## config.mk

```make
export PLATFORM = sky130hd
export DESIGN_NAME = iocs_top
export DESIGN_NICKNAME = d
export VERILOG_FILES = /design/src/core/iocs_sync2.v /design/src/core/iocs_top.v
export VERILOG_INCLUDE_DIRS = /design/src /design/src/core
export SDC_FILE = /design/constraint.sdc
export NUM_CORES = 1
export LEC_CHECK = 0
export ABC_AREA = 1
export BUFFER_PORTS_ARGS = -buffer_cell sky130_fd_sc_hd__buf_2
export CORE_ASPECT_RATIO = 2
export CORE_MARGIN = 2
export CORE_UTILIZATION = 46
export DETAILED_ROUTE_END_ITERATION = 12
export GPL_TIMING_DRIVEN = 1
export PLACE_DENSITY = 0.76
export SYNTH_ARGS = -nofsm -noshare
export SYNTH_HDL_FRONTEND = slang
export SYNTH_HIERARCHICAL = 1
export SYNTH_SLANG_ARGS = --single-unit
```

## constraint.sdc

```tcl
create_clock -name mclk -period 1.45 [get_ports mclk]
set_input_delay 0.29 -clock mclk [delete_from_list [all_inputs] [get_ports mclk]]
set_output_delay 0.29 -clock mclk [all_outputs]
set_load 0.005 [all_outputs]
```

## src/core/iocs_defs.vh

```
// Constants for the programming-time pin clamp and configuration control block
`ifndef IOCS_DEFS_VH
`define IOCS_DEFS_VH

// Pin count and clamp encodings
`define IOCS_NPINS 8
`define IOCS_CLAMP_HIGH 2'h0
`define IOCS_CLAMP_LOW 2'h1
`define IOCS_CLAMP_TRI 2'h2
`define IOCS_CLAMP_HOLD 2'h3

// Register offsets (4-bit word index)
`define IOCS_REG_CTRL 4'h0
`define IOCS_REG_CLAMP 4'h1
`define IOCS_REG_STATUS 4'h2
`define IOCS_REG_FLASH_ADDR 4'h3
`define IOCS_REG_CFG_DATA 4'h4
`define IOCS_REG_USER_DATA 4'h5

// Control register bits
`define IOCS_CTRL_ENTER 0
`define IOCS_CTRL_EXIT 1
`define IOCS_CTRL_CLAMP_EN 2
`define IOCS_CTRL_RECONFIG 3
`define IOCS_CTRL_ERASE 4
`define IOCS_CTRL_SET_SEC 5
`define IOCS_CTRL_SET_DONE 6

// Status register bits
`define IOCS_ST_PROG 0
`define IOCS_ST_LOADING 1
`define IOCS_ST_USER 2
`define IOCS_ST_SECURE 3
`define IOCS_ST_DONE 4
`define IOCS_ST_PENDING 5
`define IOCS_ST_GUARD 6

// Configuration load time in microseconds, and clock rate in MHz
`define IOCS_LOAD_TIME_US 450
`define IOCS_CLK_MHZ 50
`define IOCS_LOAD_CYCLES (`IOCS_LOAD_TIME_US * `IOCS_CLK_MHZ)

// Readback of a protected array
`define IOCS_LOCKED_DATA 32'h00000000

`endif

```

## src/core/iocs_sync2.v

```verilog
// Two-stage synchroniser for a bus of asynchronous level inputs
`timescale 1ns/1ps
module iocs_sync2 #(
    parameter WIDTH = 1
) (
    // Clock and reset
    input wire mclk,
    input wire srst,
    // Data
    input wire [WIDTH-1:0] async_in,
    output reg [WIDTH-1:0] sync_out
);
    reg [WIDTH-1:0] stage1_reg;

    always @(posedge mclk) begin
        if (srst) begin
            stage1_reg <= {WIDTH{1'b0}};
            sync_out <= {WIDTH{1'b0}};
        end else begin
            stage1_reg <= async_in;
            sync_out <= stage1_reg;
        end
    end
endmodule

```

## src/core/iocs_top.v

```verilog
// Pin clamp, reconfiguration, security and power-up output gating control
// Functional notes
// - Programming default: all pins tri-stated, pulled up
// - Clamp mode: per-pin high, low, tri, hold
// - Hold drives sampled output; inputs stay tri-stated
// - Flash updates while user design keeps running
// - New image loads at next power cycle
// - Reconfigure command, in user mode only, reloads volatile config, load time
// - Pins tri-stated, pulled up during reconfiguration
// - Security bit blocks config flash readback
// - Only erase or srst clears the security bit
// - No readout path for volatile configuration
// - User flash readable regardless of security
// - Supply-low guard forces all outputs off
// - Pins tri-stated until configuration load completes
// - Weak pull-ups enabled during configuration download
// - Outputs off when supply order or pad wrong
// - Outputs held off until completion bit programmed
// - Configuration load finishes within load time
// - Enter and exit steps bracket programming session
`timescale 1ns/1ps
`include "iocs_defs.vh"
module iocs_top (
    // Clock and reset (srst acts as power-on reset)
    input wire mclk,
    input wire srst,
    // Register port
    input wire [3:0] reg_addr,
    input wire [31:0] reg_wdata,
    input wire reg_wr,
    input wire reg_rd,
    output reg [31:0] reg_rdata,
    // Asynchronous supply monitors
    input wire core_supply_low,
    input wire io_supply_low,
    input wire io_before_core,
    input wire pad_over_supply,
    // User logic pin requests
    input wire [`IOCS_NPINS-1:0] user_pin_out,
    input wire [`IOCS_NPINS-1:0] user_pin_oe,
    input wire [`IOCS_NPINS-1:0] pin_is_output,
    // Pads
    input wire [`IOCS_NPINS-1:0] pad_in,
    output reg [`IOCS_NPINS-1:0] pad_out,
    output reg [`IOCS_NPINS-1:0] pad_oe,
    output reg [`IOCS_NPINS-1:0] pad_pullup,
    // Configuration flash storage
    output reg [3:0] cfg_flash_addr,
    output reg [31:0] cfg_flash_wdata,
    output reg cfg_flash_wr,
    input wire [31:0] cfg_flash_rdata,
    // User flash storage
    input wire [31:0] user_flash_rdata,
    // Status
    output reg user_mode,
    output reg supply_low_guard
);
    localparam ST_LOAD = 2'h0;
    localparam ST_USER = 2'h1;
    localparam ST_PROG = 2'h2;

    localparam [31:0] LOAD_CYCLES = `IOCS_LOAD_CYCLES;

    reg [1:0] state_reg;
    reg [31:0] load_cnt_reg;
    reg clamp_en_reg;
    reg [2*`IOCS_NPINS-1:0] clamp_cfg_reg;
    reg [2*`IOCS_NPINS-1:0] clamp_lat_reg;
    reg [`IOCS_NPINS-1:0] hold_val_reg;
    reg secure_reg;
    reg done_reg;
    reg pending_reg;
    reg [3:0] faddr_reg;
    reg [`IOCS_NPINS-1:0] dir_lat_reg;
    reg [`IOCS_NPINS-1:0] pad_out_next;
    reg [`IOCS_NPINS-1:0] pad_oe_next;
    reg [`IOCS_NPINS-1:0] pad_pullup_next;
    reg [31:0] status_word;
    reg [31:0] rdata_next;
    wire [3:0] mon_sync;
    wire [`IOCS_NPINS-1:0] pad_sync;
    wire guard_now;
    wire ctrl_wr;
    wire cmd_enter;
    wire cmd_exit;
    wire cmd_reconfig;
    wire cmd_erase;
    wire cmd_set_sec;
    wire cmd_set_done;
    wire park_pins;
    wire [`IOCS_NPINS-1:0] drv_val;
    wire [`IOCS_NPINS-1:0] drv_oe;

    iocs_sync2 #(.WIDTH(4)) u_mon_sync (
        .mclk(mclk),
        .srst(srst),
        .async_in({pad_over_supply, io_before_core, io_supply_low, core_supply_low}),
        .sync_out(mon_sync)
    );

    iocs_sync2 #(.WIDTH(`IOCS_NPINS)) u_pad_sync (
        .mclk(mclk),
        .srst(srst),
        .async_in(pad_in),
        .sync_out(pad_sync)
    );

    assign guard_now = |mon_sync;
    assign ctrl_wr = reg_wr && (reg_addr == `IOCS_REG_CTRL);
    // One write may carry several commands; each is decoded on its own
    assign cmd_enter = ctrl_wr && reg_wdata[`IOCS_CTRL_ENTER];
    assign cmd_exit = ctrl_wr && reg_wdata[`IOCS_CTRL_EXIT];
    assign cmd_reconfig = ctrl_wr && reg_wdata[`IOCS_CTRL_RECONFIG];
    assign cmd_erase = ctrl_wr && reg_wdata[`IOCS_CTRL_ERASE];
    assign cmd_set_sec = ctrl_wr && reg_wdata[`IOCS_CTRL_SET_SEC];
    assign cmd_set_done = ctrl_wr && reg_wdata[`IOCS_CTRL_SET_DONE];

    // Main control sequence
    always @(posedge mclk) begin
        if (srst) begin
            state_reg <= ST_LOAD;
            load_cnt_reg <= 32'h0;
            clamp_en_reg <= 1'b0;
            clamp_lat_reg <= {2*`IOCS_NPINS{1'b0}};
            hold_val_reg <= {`IOCS_NPINS{1'b0}};
            dir_lat_reg <= {`IOCS_NPINS{1'b0}};
            pending_reg <= 1'b0;
        end else begin
            case (state_reg)
                ST_LOAD: begin
                    // Load only counts with supplies good
                    if (guard_now) begin
                        load_cnt_reg <= 32'h0;
                    end else if (load_cnt_reg >= LOAD_CYCLES - 32'h1) begin
                        state_reg <= ST_USER;
                        load_cnt_reg <= 32'h0;
                        pending_reg <= 1'b0;
                    end else begin
                        load_cnt_reg <= load_cnt_reg + 32'h1;
                    end
                end
                ST_USER: begin
                    if (cmd_reconfig) begin
                        state_reg <= ST_LOAD;
                    end else if (cmd_enter) begin
                        state_reg <= ST_PROG;
                        clamp_en_reg <= reg_wdata[`IOCS_CTRL_CLAMP_EN];
                        clamp_lat_reg <= clamp_cfg_reg;
                        hold_val_reg <= user_pin_out & pin_is_output;
                        dir_lat_reg <= pin_is_output;
                    end
                    if (cfg_flash_wr) begin
                        pending_reg <= 1'b1;
                    end
                end
                ST_PROG: begin
                    if (cfg_flash_wr) begin
                        pending_reg <= 1'b1;
                    end
                    if (cmd_exit) begin
                        state_reg <= ST_USER;
                        clamp_en_reg <= 1'b0;
                    end
                end
                default: begin
                    state_reg <= ST_LOAD;
                end
            endcase
        end
    end

    // Non-volatile bits: survive reconfiguration, cleared only by erase or srst
    always @(posedge mclk) begin
        if (srst) begin
            secure_reg <= 1'b0;
            done_reg <= 1'b0;
        end else if (cmd_erase) begin
            secure_reg <= 1'b0;
            done_reg <= 1'b0;
        end else begin
            if (cmd_set_sec) begin
                secure_reg <= 1'b1;
            end
            if (cmd_set_done) begin
                done_reg <= 1'b1;
            end
        end
    end

    // Clamp table and flash access; flash writes allowed while user runs
    always @(posedge mclk) begin
        if (srst) begin
            clamp_cfg_reg <= {2*`IOCS_NPINS{1'b0}};
            faddr_reg <= 4'h0;
            cfg_flash_addr <= 4'h0;
            cfg_flash_wdata <= 32'h0;
            cfg_flash_wr <= 1'b0;
        end else begin
            cfg_flash_wr <= 1'b0;
            if (reg_wr && reg_addr == `IOCS_REG_CLAMP) begin
                clamp_cfg_reg <= reg_wdata[2*`IOCS_NPINS-1:0];
            end
            if (reg_wr && reg_addr == `IOCS_REG_FLASH_ADDR) begin
                faddr_reg <= reg_wdata[3:0];
            end
            if (reg_wr && reg_addr == `IOCS_REG_CFG_DATA && state_reg != ST_LOAD) begin
                cfg_flash_wr <= 1'b1;
                cfg_flash_wdata <= reg_wdata;
            end
            cfg_flash_addr <= faddr_reg;
        end
    end

    // Per-pin programming-time values
    genvar gi;
    generate
        for (gi = 0; gi < `IOCS_NPINS; gi = gi + 1) begin : g_pin
            wire [1:0] sel = clamp_lat_reg[2*gi+1:2*gi];
            assign drv_oe[gi] = (sel == `IOCS_CLAMP_HIGH) || (sel == `IOCS_CLAMP_LOW) ||
                                ((sel == `IOCS_CLAMP_HOLD) && dir_lat_reg[gi]);
            assign drv_val[gi] = (sel == `IOCS_CLAMP_HIGH) ? 1'b1 :
                                 (sel == `IOCS_CLAMP_LOW) ? 1'b0 : hold_val_reg[gi];
        end
    endgenerate

    // Pad next values; any reason to park beats every other source
    assign park_pins = guard_now || !done_reg || (state_reg == ST_LOAD);

    always @* begin
        pad_oe_next = user_pin_oe;
        pad_out_next = user_pin_out;
        pad_pullup_next = {`IOCS_NPINS{1'b0}};
        if (park_pins) begin
            pad_oe_next = {`IOCS_NPINS{1'b0}};
            pad_out_next = {`IOCS_NPINS{1'b0}};
            pad_pullup_next = {`IOCS_NPINS{1'b1}};
        end else if (state_reg == ST_PROG && clamp_en_reg) begin
            pad_oe_next = drv_oe;
            pad_out_next = drv_val;
            pad_pullup_next = ~drv_oe;
        end else if (state_reg == ST_PROG) begin
            pad_oe_next = {`IOCS_NPINS{1'b0}};
            pad_out_next = {`IOCS_NPINS{1'b0}};
            pad_pullup_next = {`IOCS_NPINS{1'b1}};
        end
    end

    // Pad drive; registered so the pads never see decode glitches
    always @(posedge mclk) begin
        if (srst) begin
            pad_out <= {`IOCS_NPINS{1'b0}};
            pad_oe <= {`IOCS_NPINS{1'b0}};
            pad_pullup <= {`IOCS_NPINS{1'b1}};
            user_mode <= 1'b0;
            supply_low_guard <= 1'b1;
        end else begin
            supply_low_guard <= guard_now;
            user_mode <= (state_reg == ST_USER);
            pad_oe <= pad_oe_next;
            pad_out <= pad_out_next;
            pad_pullup <= pad_pullup_next;
        end
    end

    // Status word, one flag per bit
    always @* begin
        status_word = 32'h0;
        status_word[`IOCS_ST_PROG] = (state_reg == ST_PROG);
        status_word[`IOCS_ST_LOADING] = (state_reg == ST_LOAD);
        status_word[`IOCS_ST_USER] = (state_reg == ST_USER);
        status_word[`IOCS_ST_SECURE] = secure_reg;
        status_word[`IOCS_ST_DONE] = done_reg;
        status_word[`IOCS_ST_PENDING] = pending_reg;
        status_word[`IOCS_ST_GUARD] = guard_now;
    end

    // Read mux
    always @* begin
        rdata_next = 32'h0;
        case (reg_addr)
            `IOCS_REG_CLAMP: rdata_next = {16'h0, clamp_cfg_reg};
            `IOCS_REG_STATUS: rdata_next = status_word;
            `IOCS_REG_FLASH_ADDR: rdata_next = {28'h0, faddr_reg};
            // Locked array reads as zero
            `IOCS_REG_CFG_DATA: rdata_next = secure_reg ? `IOCS_LOCKED_DATA :
                                             cfg_flash_rdata;
            `IOCS_REG_USER_DATA: rdata_next = user_flash_rdata;
            // Volatile configuration has no address at all
            default: rdata_next = 32'h0;
        endcase
    end

    // Read data stand one cycle after the strobe, zero otherwise
    always @(posedge mclk) begin
        if (srst) begin
            reg_rdata <= 32'h0;
        end else if (reg_rd) begin
            reg_rdata <= rdata_next;
        end else begin
            reg_rdata <= 32'h0;
        end
    end

    wire unused_pads = ^pad_sync;
endmodule

```

==> qor.csv, run 1 <==
stage,metric,value,unit
status,status,finished with violations,
status,failed_checks,negative setup slack,
sta,hold_ws,49.4,ps
hold_path,whs_endpoint,u_mon_sync/stage1_reg[3]$_SDFF_PP0_,
global_routing,grt_pass1_vias,7133,
setup_path,ff2ff_setup_slack,-80,ps
logic_synthesis,ys_ff_latch,193,
global_routing,grt_usage,24.8,%
setup_path,slowest_stage,dfxtp_2,
setup_path,rr_startpoint,state_reg[1]$_SDFFE_PP0P_,
layout,num-nets-final,1412,
pwr,pwr_density_cell,1120,nW/um^2
sta,finalSetupViolCount,47,
setup_path,cp_top_family,buffers and inverters,
setup_path,crit_buf_inv,5,
sta,period_minus_slack,1530,ps
logic_synthesis,yosysSeqAreaShare,51.6,%
layout,layout_commonest_cell,buf_2,
logic_synthesis,synthesis.nets,1135,
setup_path,end_kind,register,
setup_path,crit_path_frequent_cell,inv_2,
place,hpwl,15.7,mm
logic_synthesis,synthCells,990,
setup_path,arrival,1900,ps
pwr,ir_drop,924,uV
pwr,total_power,11.7,mW
setup_path,timing.rr.end,hold_val_reg[1]$_SDFFE_PP0P_,
sta,finClkSkew,15.2,ps
global_routing,grt_start_max_net_pins,64,
clock_network,cts_tree,done,
setup_path,required,1820,ps
hold_path,hp-class,in -> reg,
global_routing,grt_first_pass_wirelength,34.1,mm
logic_synthesis,syn-mean-instance-area,7.57,um^2
clock_network,h-tree-depth,4,
die,die_h,184,um
die,initial_core_util,46.5,%
sta,rsz0062_at_grt,true,
setup_path,worst_r2r_path_depth,9,
die,io_pins,235,
die,core_region_area,16100,um^2
setup_path,path_cells,inv_2 -> buf_4 -> ha_4 -> inv_2 -> nor3_4 -> buf_6 -> clkbuf_16 -> nand3_1 -> a21oi_1,
routing,drt_first_pass_iters,8,
clock_network,cts_buffers,17,
routing,wl_per_cell,15.2,um
setup_path,max_stage_delay,320,ps
place,port_buffers,226,
sta,hold_viol_final,0,
layout,syn_to_final_growth,39.8,%
pwr,leakage,4.71,nW
die,die-area,17400,um^2
setup_path,start_kind,register,
routing,vias,7593,
clock_network,cts_root_buf,clkbuf_16,
clock_network,clk_transition_reported_paths,80,ps
sta,fmax,653,MHz
place,gp_congestion,0.898,
sta,relSlewSlack,52.2,%
sta,tightest_slew,718,ps
clock_network,worstSkewPairLatency,440,ps
layout,final_cell_mix,"buf_2 (226), dfxtp_1 (188), nand2_1 (178)",
die,rows,66,
layout,drive_gt1_share,33.4,%
clock_network,cts_max_path_buffers,2,
sta,setup_slack,-81.2,ps
hold_path,hp-start,pad_over_supply,
clock_network,clock-sinks,193,
setup_path,crit_type,reg -> reg,
flow_run,drv_cap,0,
logic_synthesis,synth.distinct_cells,34,
routing,routed_wl,22.5,mm
routing,detail-route-antenna-nets,0,
global_routing,grt_overflow,0,
die,die_w,94.2,um
logic_synthesis,synth_area,7490,um^2
routing,dr.first_iter.drc_count,401,
routing,drc,0,
global_routing,antenna_found_initial,0,
logic_synthesis,yosys_warnings,6,
hold_path,hold_path_depth,3,
sta,maxSlewViolCount,0,
routing,viasPerCell,5.11,
layout,fin_util,65.0,%
sta,finalCritPeriodShare,106,%
clock_network,cts_hold_buf,0,
setup_path,worstPathMaxFanout,6,
==> logic make-up (layout without fill, tap and decap cells) <==
family,Yosys count,in the layout,synth area share [%]
and+or+nand+nor,460,460,25.6
AOI/OAI and AO/OA,194,194,13.7
DFF,193,193,51.6
buffers and inverters,129,419,7.18
xor gates and xnor gates,9,9,1.05
adders and majority gates,5,5,0.835
other,0,2,0
==> how the worst max path moves through the flow <==
stage,from,endpoint,slack [ps],depth (start not counted)
2_1_floorplan,state_reg[0]$_SDFFE_PP0P_,load_cnt_reg[12]$_SDFFE_PP0P_,-7,11
3_3_place_gp,reg_addr[2],hold_val_reg[6]$_SDFFE_PP0P_,-160,7
3_5_place_dp,reg_addr[2],hold_val_reg[6]$_SDFFE_PP0P_,-200,7
4_1_cts,state_reg[1]$_SDFFE_PP0P_,dir_lat_reg[4]$_SDFFE_PP0P_,-50,9
5_1_grt,state_reg[1]$_SDFFE_PP0P_,clamp_lat_reg[7]$_SDFFE_PP0P_,-150,10
6_report,state_reg[1]$_SDFFE_PP0P_,hold_val_reg[1]$_SDFFE_PP0P_,-80,9
==> area by class of cell <==
class	count	area, um^2
Antenna cell	2	5.00
Clock buffer	17	425
Clock inverter	15	209
Fill cell	1376	5630
Inverter	80	319
Multi-Input combinational cell	668	3390
Sequential cell	193	3870
Tap cell	204	255
Timing Repair Buffer	307	2000
==> stage by stage <==
stage | setup slack (ps) | cell area, um^2 | setup TNS (ps) | instances
after floorplan | -6.59 | 7520 | -25.5 | 990
after global placement | -164 | 9220 | -5440 | 1436
after detailed placement | -200 | 9220 | -7920 | 1436
after CTS | -50.6 | 10000 | -531 | 1473
after global routing | -150 | 10500 | -8180 | 1484
final | -81.2 | 10500 | -1980 | 1486
==> worst reg2reg max path, cell delays in order, from the launching register on <==
cell       delay, ps
dfxtp_2          320
inv_2             70
buf_4            110
ha_4             130
inv_2             50
nor3_4           220
buf_6            210
clkbuf_16        160
nand3_1           60
a21oi_1          140
==> power by group <==
| part | switching, mW | internal, mW |
|---|---|---|
| Sequential | 0.0451 | 5.38 |
| Clock | 2.37 | 2.52 |
| Combinational | 0.795 | 0.569 |
| Total | 3.21 | 8.47 |
==> per-layer routing <==
metal	global-route usage, %	share of wire, %
met3	5.52	7.4
met5	0	0
met1	29.1	39
met4	9.10	2.2
met2	43.6	52
==> Yosys cell counts <==
| master | instances | area share [%] |
|---|---|---|
| nand2_1 | 185 | 9.3 |
| xor2_1 | 6 | 0.70 |
| inv_2 | 8 | 0.40 |
| nand2_2 | 1 | 0.084 |
| a21oi_1 | 78 | 5.2 |
| a211oi_1 | 2 | 0.20 |
| buf_1 | 4 | 0.20 |
| clkbuf_1 | 26 | 1.3 |
| o221ai_1 | 2 | 0.23 |
| a41oi_1 | 1 | 0.12 |
| buf_4 | 2 | 0.20 |
| ha_1 | 5 | 0.84 |
| buf_2 | 13 | 0.87 |
| dfxtp_1 | 193 | 52 |
| or2_0 | 1 | 0.084 |
| nand3_1 | 35 | 2.3 |
| o22ai_1 | 6 | 0.50 |
| o21ai_1 | 15 | 1.0 |
| o21ai_0 | 77 | 5.1 |
| nand4_2 | 1 | 0.17 |
| nor3_4 | 1 | 0.22 |
| nor2_2 | 4 | 0.33 |
| nand4_1 | 35 | 2.9 |
| clkinv_1 | 3 | 0.15 |
| a22oi_1 | 8 | 0.80 |
| xnor2_1 | 3 | 0.35 |
| a21oi_2 | 1 | 0.12 |
| nand3_2 | 1 | 0.13 |
| nor3_2 | 2 | 0.27 |
| nor2_1 | 188 | 9.4 |
| inv_1 | 69 | 3.5 |
| nor3_1 | 6 | 0.40 |
| o21a_1 | 4 | 0.40 |
| buf_6 | 4 | 0.60 |
==> timing repair <==
| action | 4_1_cts | 5_1_grt |
|---|---|---|
| cloned | 2 | 6 |
| setup endpoints to repair | 70 | 102 |
| buffers inserted | 3 | 6 |
| pin swaps | 6 | 31 |
| resized for setup | 31 | 98 |
(Power assumes the default switching activity.)
==> run 2, diff against run 1 <==
--- a/config.mk
+++ b/config.mk
@@ -7,7 +7,7 @@
 export NUM_CORES = 1
 export LEC_CHECK = 0
 export ABC_AREA = 1
-export BUFFER_PORTS_ARGS = -buffer_cell sky130_fd_sc_hd__buf_2
+export BUFFER_PORTS_ARGS = -buffer_cell sky130_fd_sc_hd__clkbuf_2
 export CORE_ASPECT_RATIO = 2
 export CORE_MARGIN = 2
 export CORE_UTILIZATION = 46
==> run 2 against run 1 <==
Net effect:
- the flow still finishes with violations (negative setup slack)
- global-route usage rose by 0.24 points
- clock power down 8.0%
- register-to-register slack got worse by 30 ps
- critical path type unchanged
- largest cell class unchanged
- largest power group unchanged
- highest routed layer unchanged
==> qor.csv, run 2 (synthesized netlist as in run 1, its figures left out) <==
stage,metric,value,unit
pwr,p_clk_share,39.4,%
sta,period_minus_slack,1560,ps
setup_path,crit_type,reg -> reg,
clock_network,clock-sinks,193,
clock_network,cts_hold_buf,0,
place,gp_congestion,0.904,
setup_path,worstPathMaxFanout,4,
global_routing,grt_start_max_net_pins,64,
setup_path,end_kind,register,
die,core_region_area,16100,um^2
pwr,p_sw_share,27.0,%
sta,hold_viol_final,0,
layout,syn_to_final_growth,42.1,%
setup_path,start_kind,register,
routing,wl_per_cell,15.4,um
die,die-area,17400,um^2
pwr,ir_drop,856,uV
setup_path,rr_startpoint,state_reg[1]$_SDFFE_PP0P_,
pwr,leakage,4.74,nW
die,rows,66,
hold_path,hold_path_depth,3,
pwr,comb_power_share,13.1,%
routing,routed_wl,23.1,mm
die,io_pins,235,
setup_path,timing.rr.end,load_cnt_reg[7]$_SDFFE_PP0P_,
hold_path,hp-start,core_supply_low,
pwr,pwr-share-seq,47.5,%
sta,finClkSkew,7.01,ps
sta,finalCritPeriodShare,107,%
layout,num-nets-final,1430,
clock_network,clk_transition_reported_paths,70,ps
global_routing,grt_usage,25.1,%
layout,final_area,10600,um^2
sta,relSlewSlack,57.4,%
place,port_buffers,226,
routing,viasPerCell,5.22,
pwr,power.switching,3.09,mW
die,die_h,184,um
layout,n_antenna_cell,0,
setup_path,worst_r2r_path_depth,10,
routing,drt_first_pass_iters,7,
global_routing,grt_overflow,0,
flow_run,drv_cap,0,
place,hpwl,16.0,mm
clock_network,cts_max_path_buffers,2,
layout,drive_gt1_share,36.5,%
sta,finalSetupViolCount,82,
sta,fmax,642,MHz
setup_path,ff2ff_setup_slack,-110,ps
sta,rsz0062_at_grt,true,
layout,layout_commonest_cell,clkbuf_2,
clock_network,worstSkewPairLatency,430,ps
global_routing,grt_pass1_vias,7273,
clock_network,cts_root_buf,clkbuf_16,
layout,regArea,3870,um^2
layout,final_cell_mix,"clkbuf_2 (226), dfxtp_1 (187), nand2_1 (174)",
setup_path,required,1810,ps
sta,tightest_slew,638,ps
global_routing,grt_first_pass_wirelength,34.4,mm
sta,setup_slack,-108,ps
routing,dr.first_iter.drc_count,453,
clock_network,cts_buffers,17,
pwr,total_power,11.4,mW
status,status,finished with violations,
layout,fill_cells,1345,
place,placedInstanceArea,9310,um^2
routing,vias,7830,
clock_network,h-tree-depth,4,
die,initial_core_util,46.5,%
status,failed_checks,negative setup slack,
routing,drc,0,
clock_network,cts_tree,done,
layout,multiInputGateArea,3490,um^2
hold_path,hp-class,in -> reg,
hold_path,whs_endpoint,u_mon_sync/stage1_reg[0]$_SDFF_PP0_,
sta,maxSlewViolCount,0,
global_routing,antenna_found_initial,0,
routing,detail-route-antenna-nets,0,
pwr,p_int,8.33,mW
die,die_w,94.2,um
setup_path,arrival,1920,ps
pwr,pwr_density_cell,1070,nW/um^2
run 2: worst max path at each step:
stage	start	endpoint	slack (ps)	depth (start not counted)
floorplan	state_reg[0]$_SDFFE_PP0P_	load_cnt_reg[12]$_SDFFE_PP0P_	-7	11
global placement	reg_addr[2]	hold_val_reg[6]$_SDFFE_PP0P_	-130	7
finish	state_reg[1]$_SDFFE_PP0P_	load_cnt_reg[7]$_SDFFE_PP0P_	-110	10
detailed placement	reg_addr[3]	hold_val_reg[2]$_SDFFE_PP0P_	-200	7
CTS	state_reg[0]$_SDFFE_PP0P_	load_cnt_reg[14]$_SDFFE_PP0P_	-60	10
global route	state_reg[1]$_SDFFE_PP0P_	load_cnt_reg[8]$_SDFFE_PP0P_	-190	10
run 2: layout make-up:
class | instances | area share, %
clock buffer | 18 | 4.13
inverter | 80 | 3.03
multi-input combinational | 668 | 32.8
tap | 204 | 2.40
sequential | 193 | 36.4
timing repair buffer | 325 | 20.1
clock inverter | 13 | 1.13
run 2: timing repair:
item | CTS | global route
endpoints found under the setup margin | 75 | 103
cloned | 1 | 7
setup buffers | 1 | 9
gates resized for setup | 39 | 156
pin swaps | 5 | 21
run 2: per-stage QoR:
step | util, % | cells | worst slack, ps | hold WS (ps) | TNS [ps]
6_report | 66.1 | 1501 | -108 | 44.0 | -3910
5_1_grt | 66.1 | 1501 | -186 | 43.5 | -9190
3_3_place_gp | 57.8 | 1452 | -130 | 390 | -7030
4_1_cts | 62.2 | 1485 | -61.7 | 32.8 | -832
2_1_floorplan | - | 990 | -6.59 | 388 | -25.5
3_5_place_dp | 57.8 | 1452 | -203 | 399 | -10900
run 2: metal layers:
metal  vias to the layer above  part of all wire [%]  track usage [%]
met5                         -                     0                0
li1                       3809                     -                -
met3                        57                   7.8             5.31
met1                      3597                    39             30.2
met2                       367                    50             42.1
met4                         0                   3.5             11.7
run 2: worst max-delay path: stages (launching register included):
cell	delay, ps
dfxtp_2	330
inv_2	80
ha_4	160
inv_4	40
nor2_2	70
nand4_1	120
nor2_4	190
nand3_4	120
buf_4	150
o21a_1	160
nor2_1	70
run 2: power groups by stage:
| stage | Sequential, mW | Clock (mW) | Combinational, mW |
|---|---|---|---|
| floorplan | 5.54 | 0 | 0.609 |
| global placement | 5.54 | 0 | 1.17 |
| detailed placement | 5.54 | 0 | 1.19 |
| CTS | 5.42 | 4.58 | 1.27 |
| global route | 5.43 | 4.77 | 1.61 |
| finish | 5.43 | 4.50 | 1.49 |
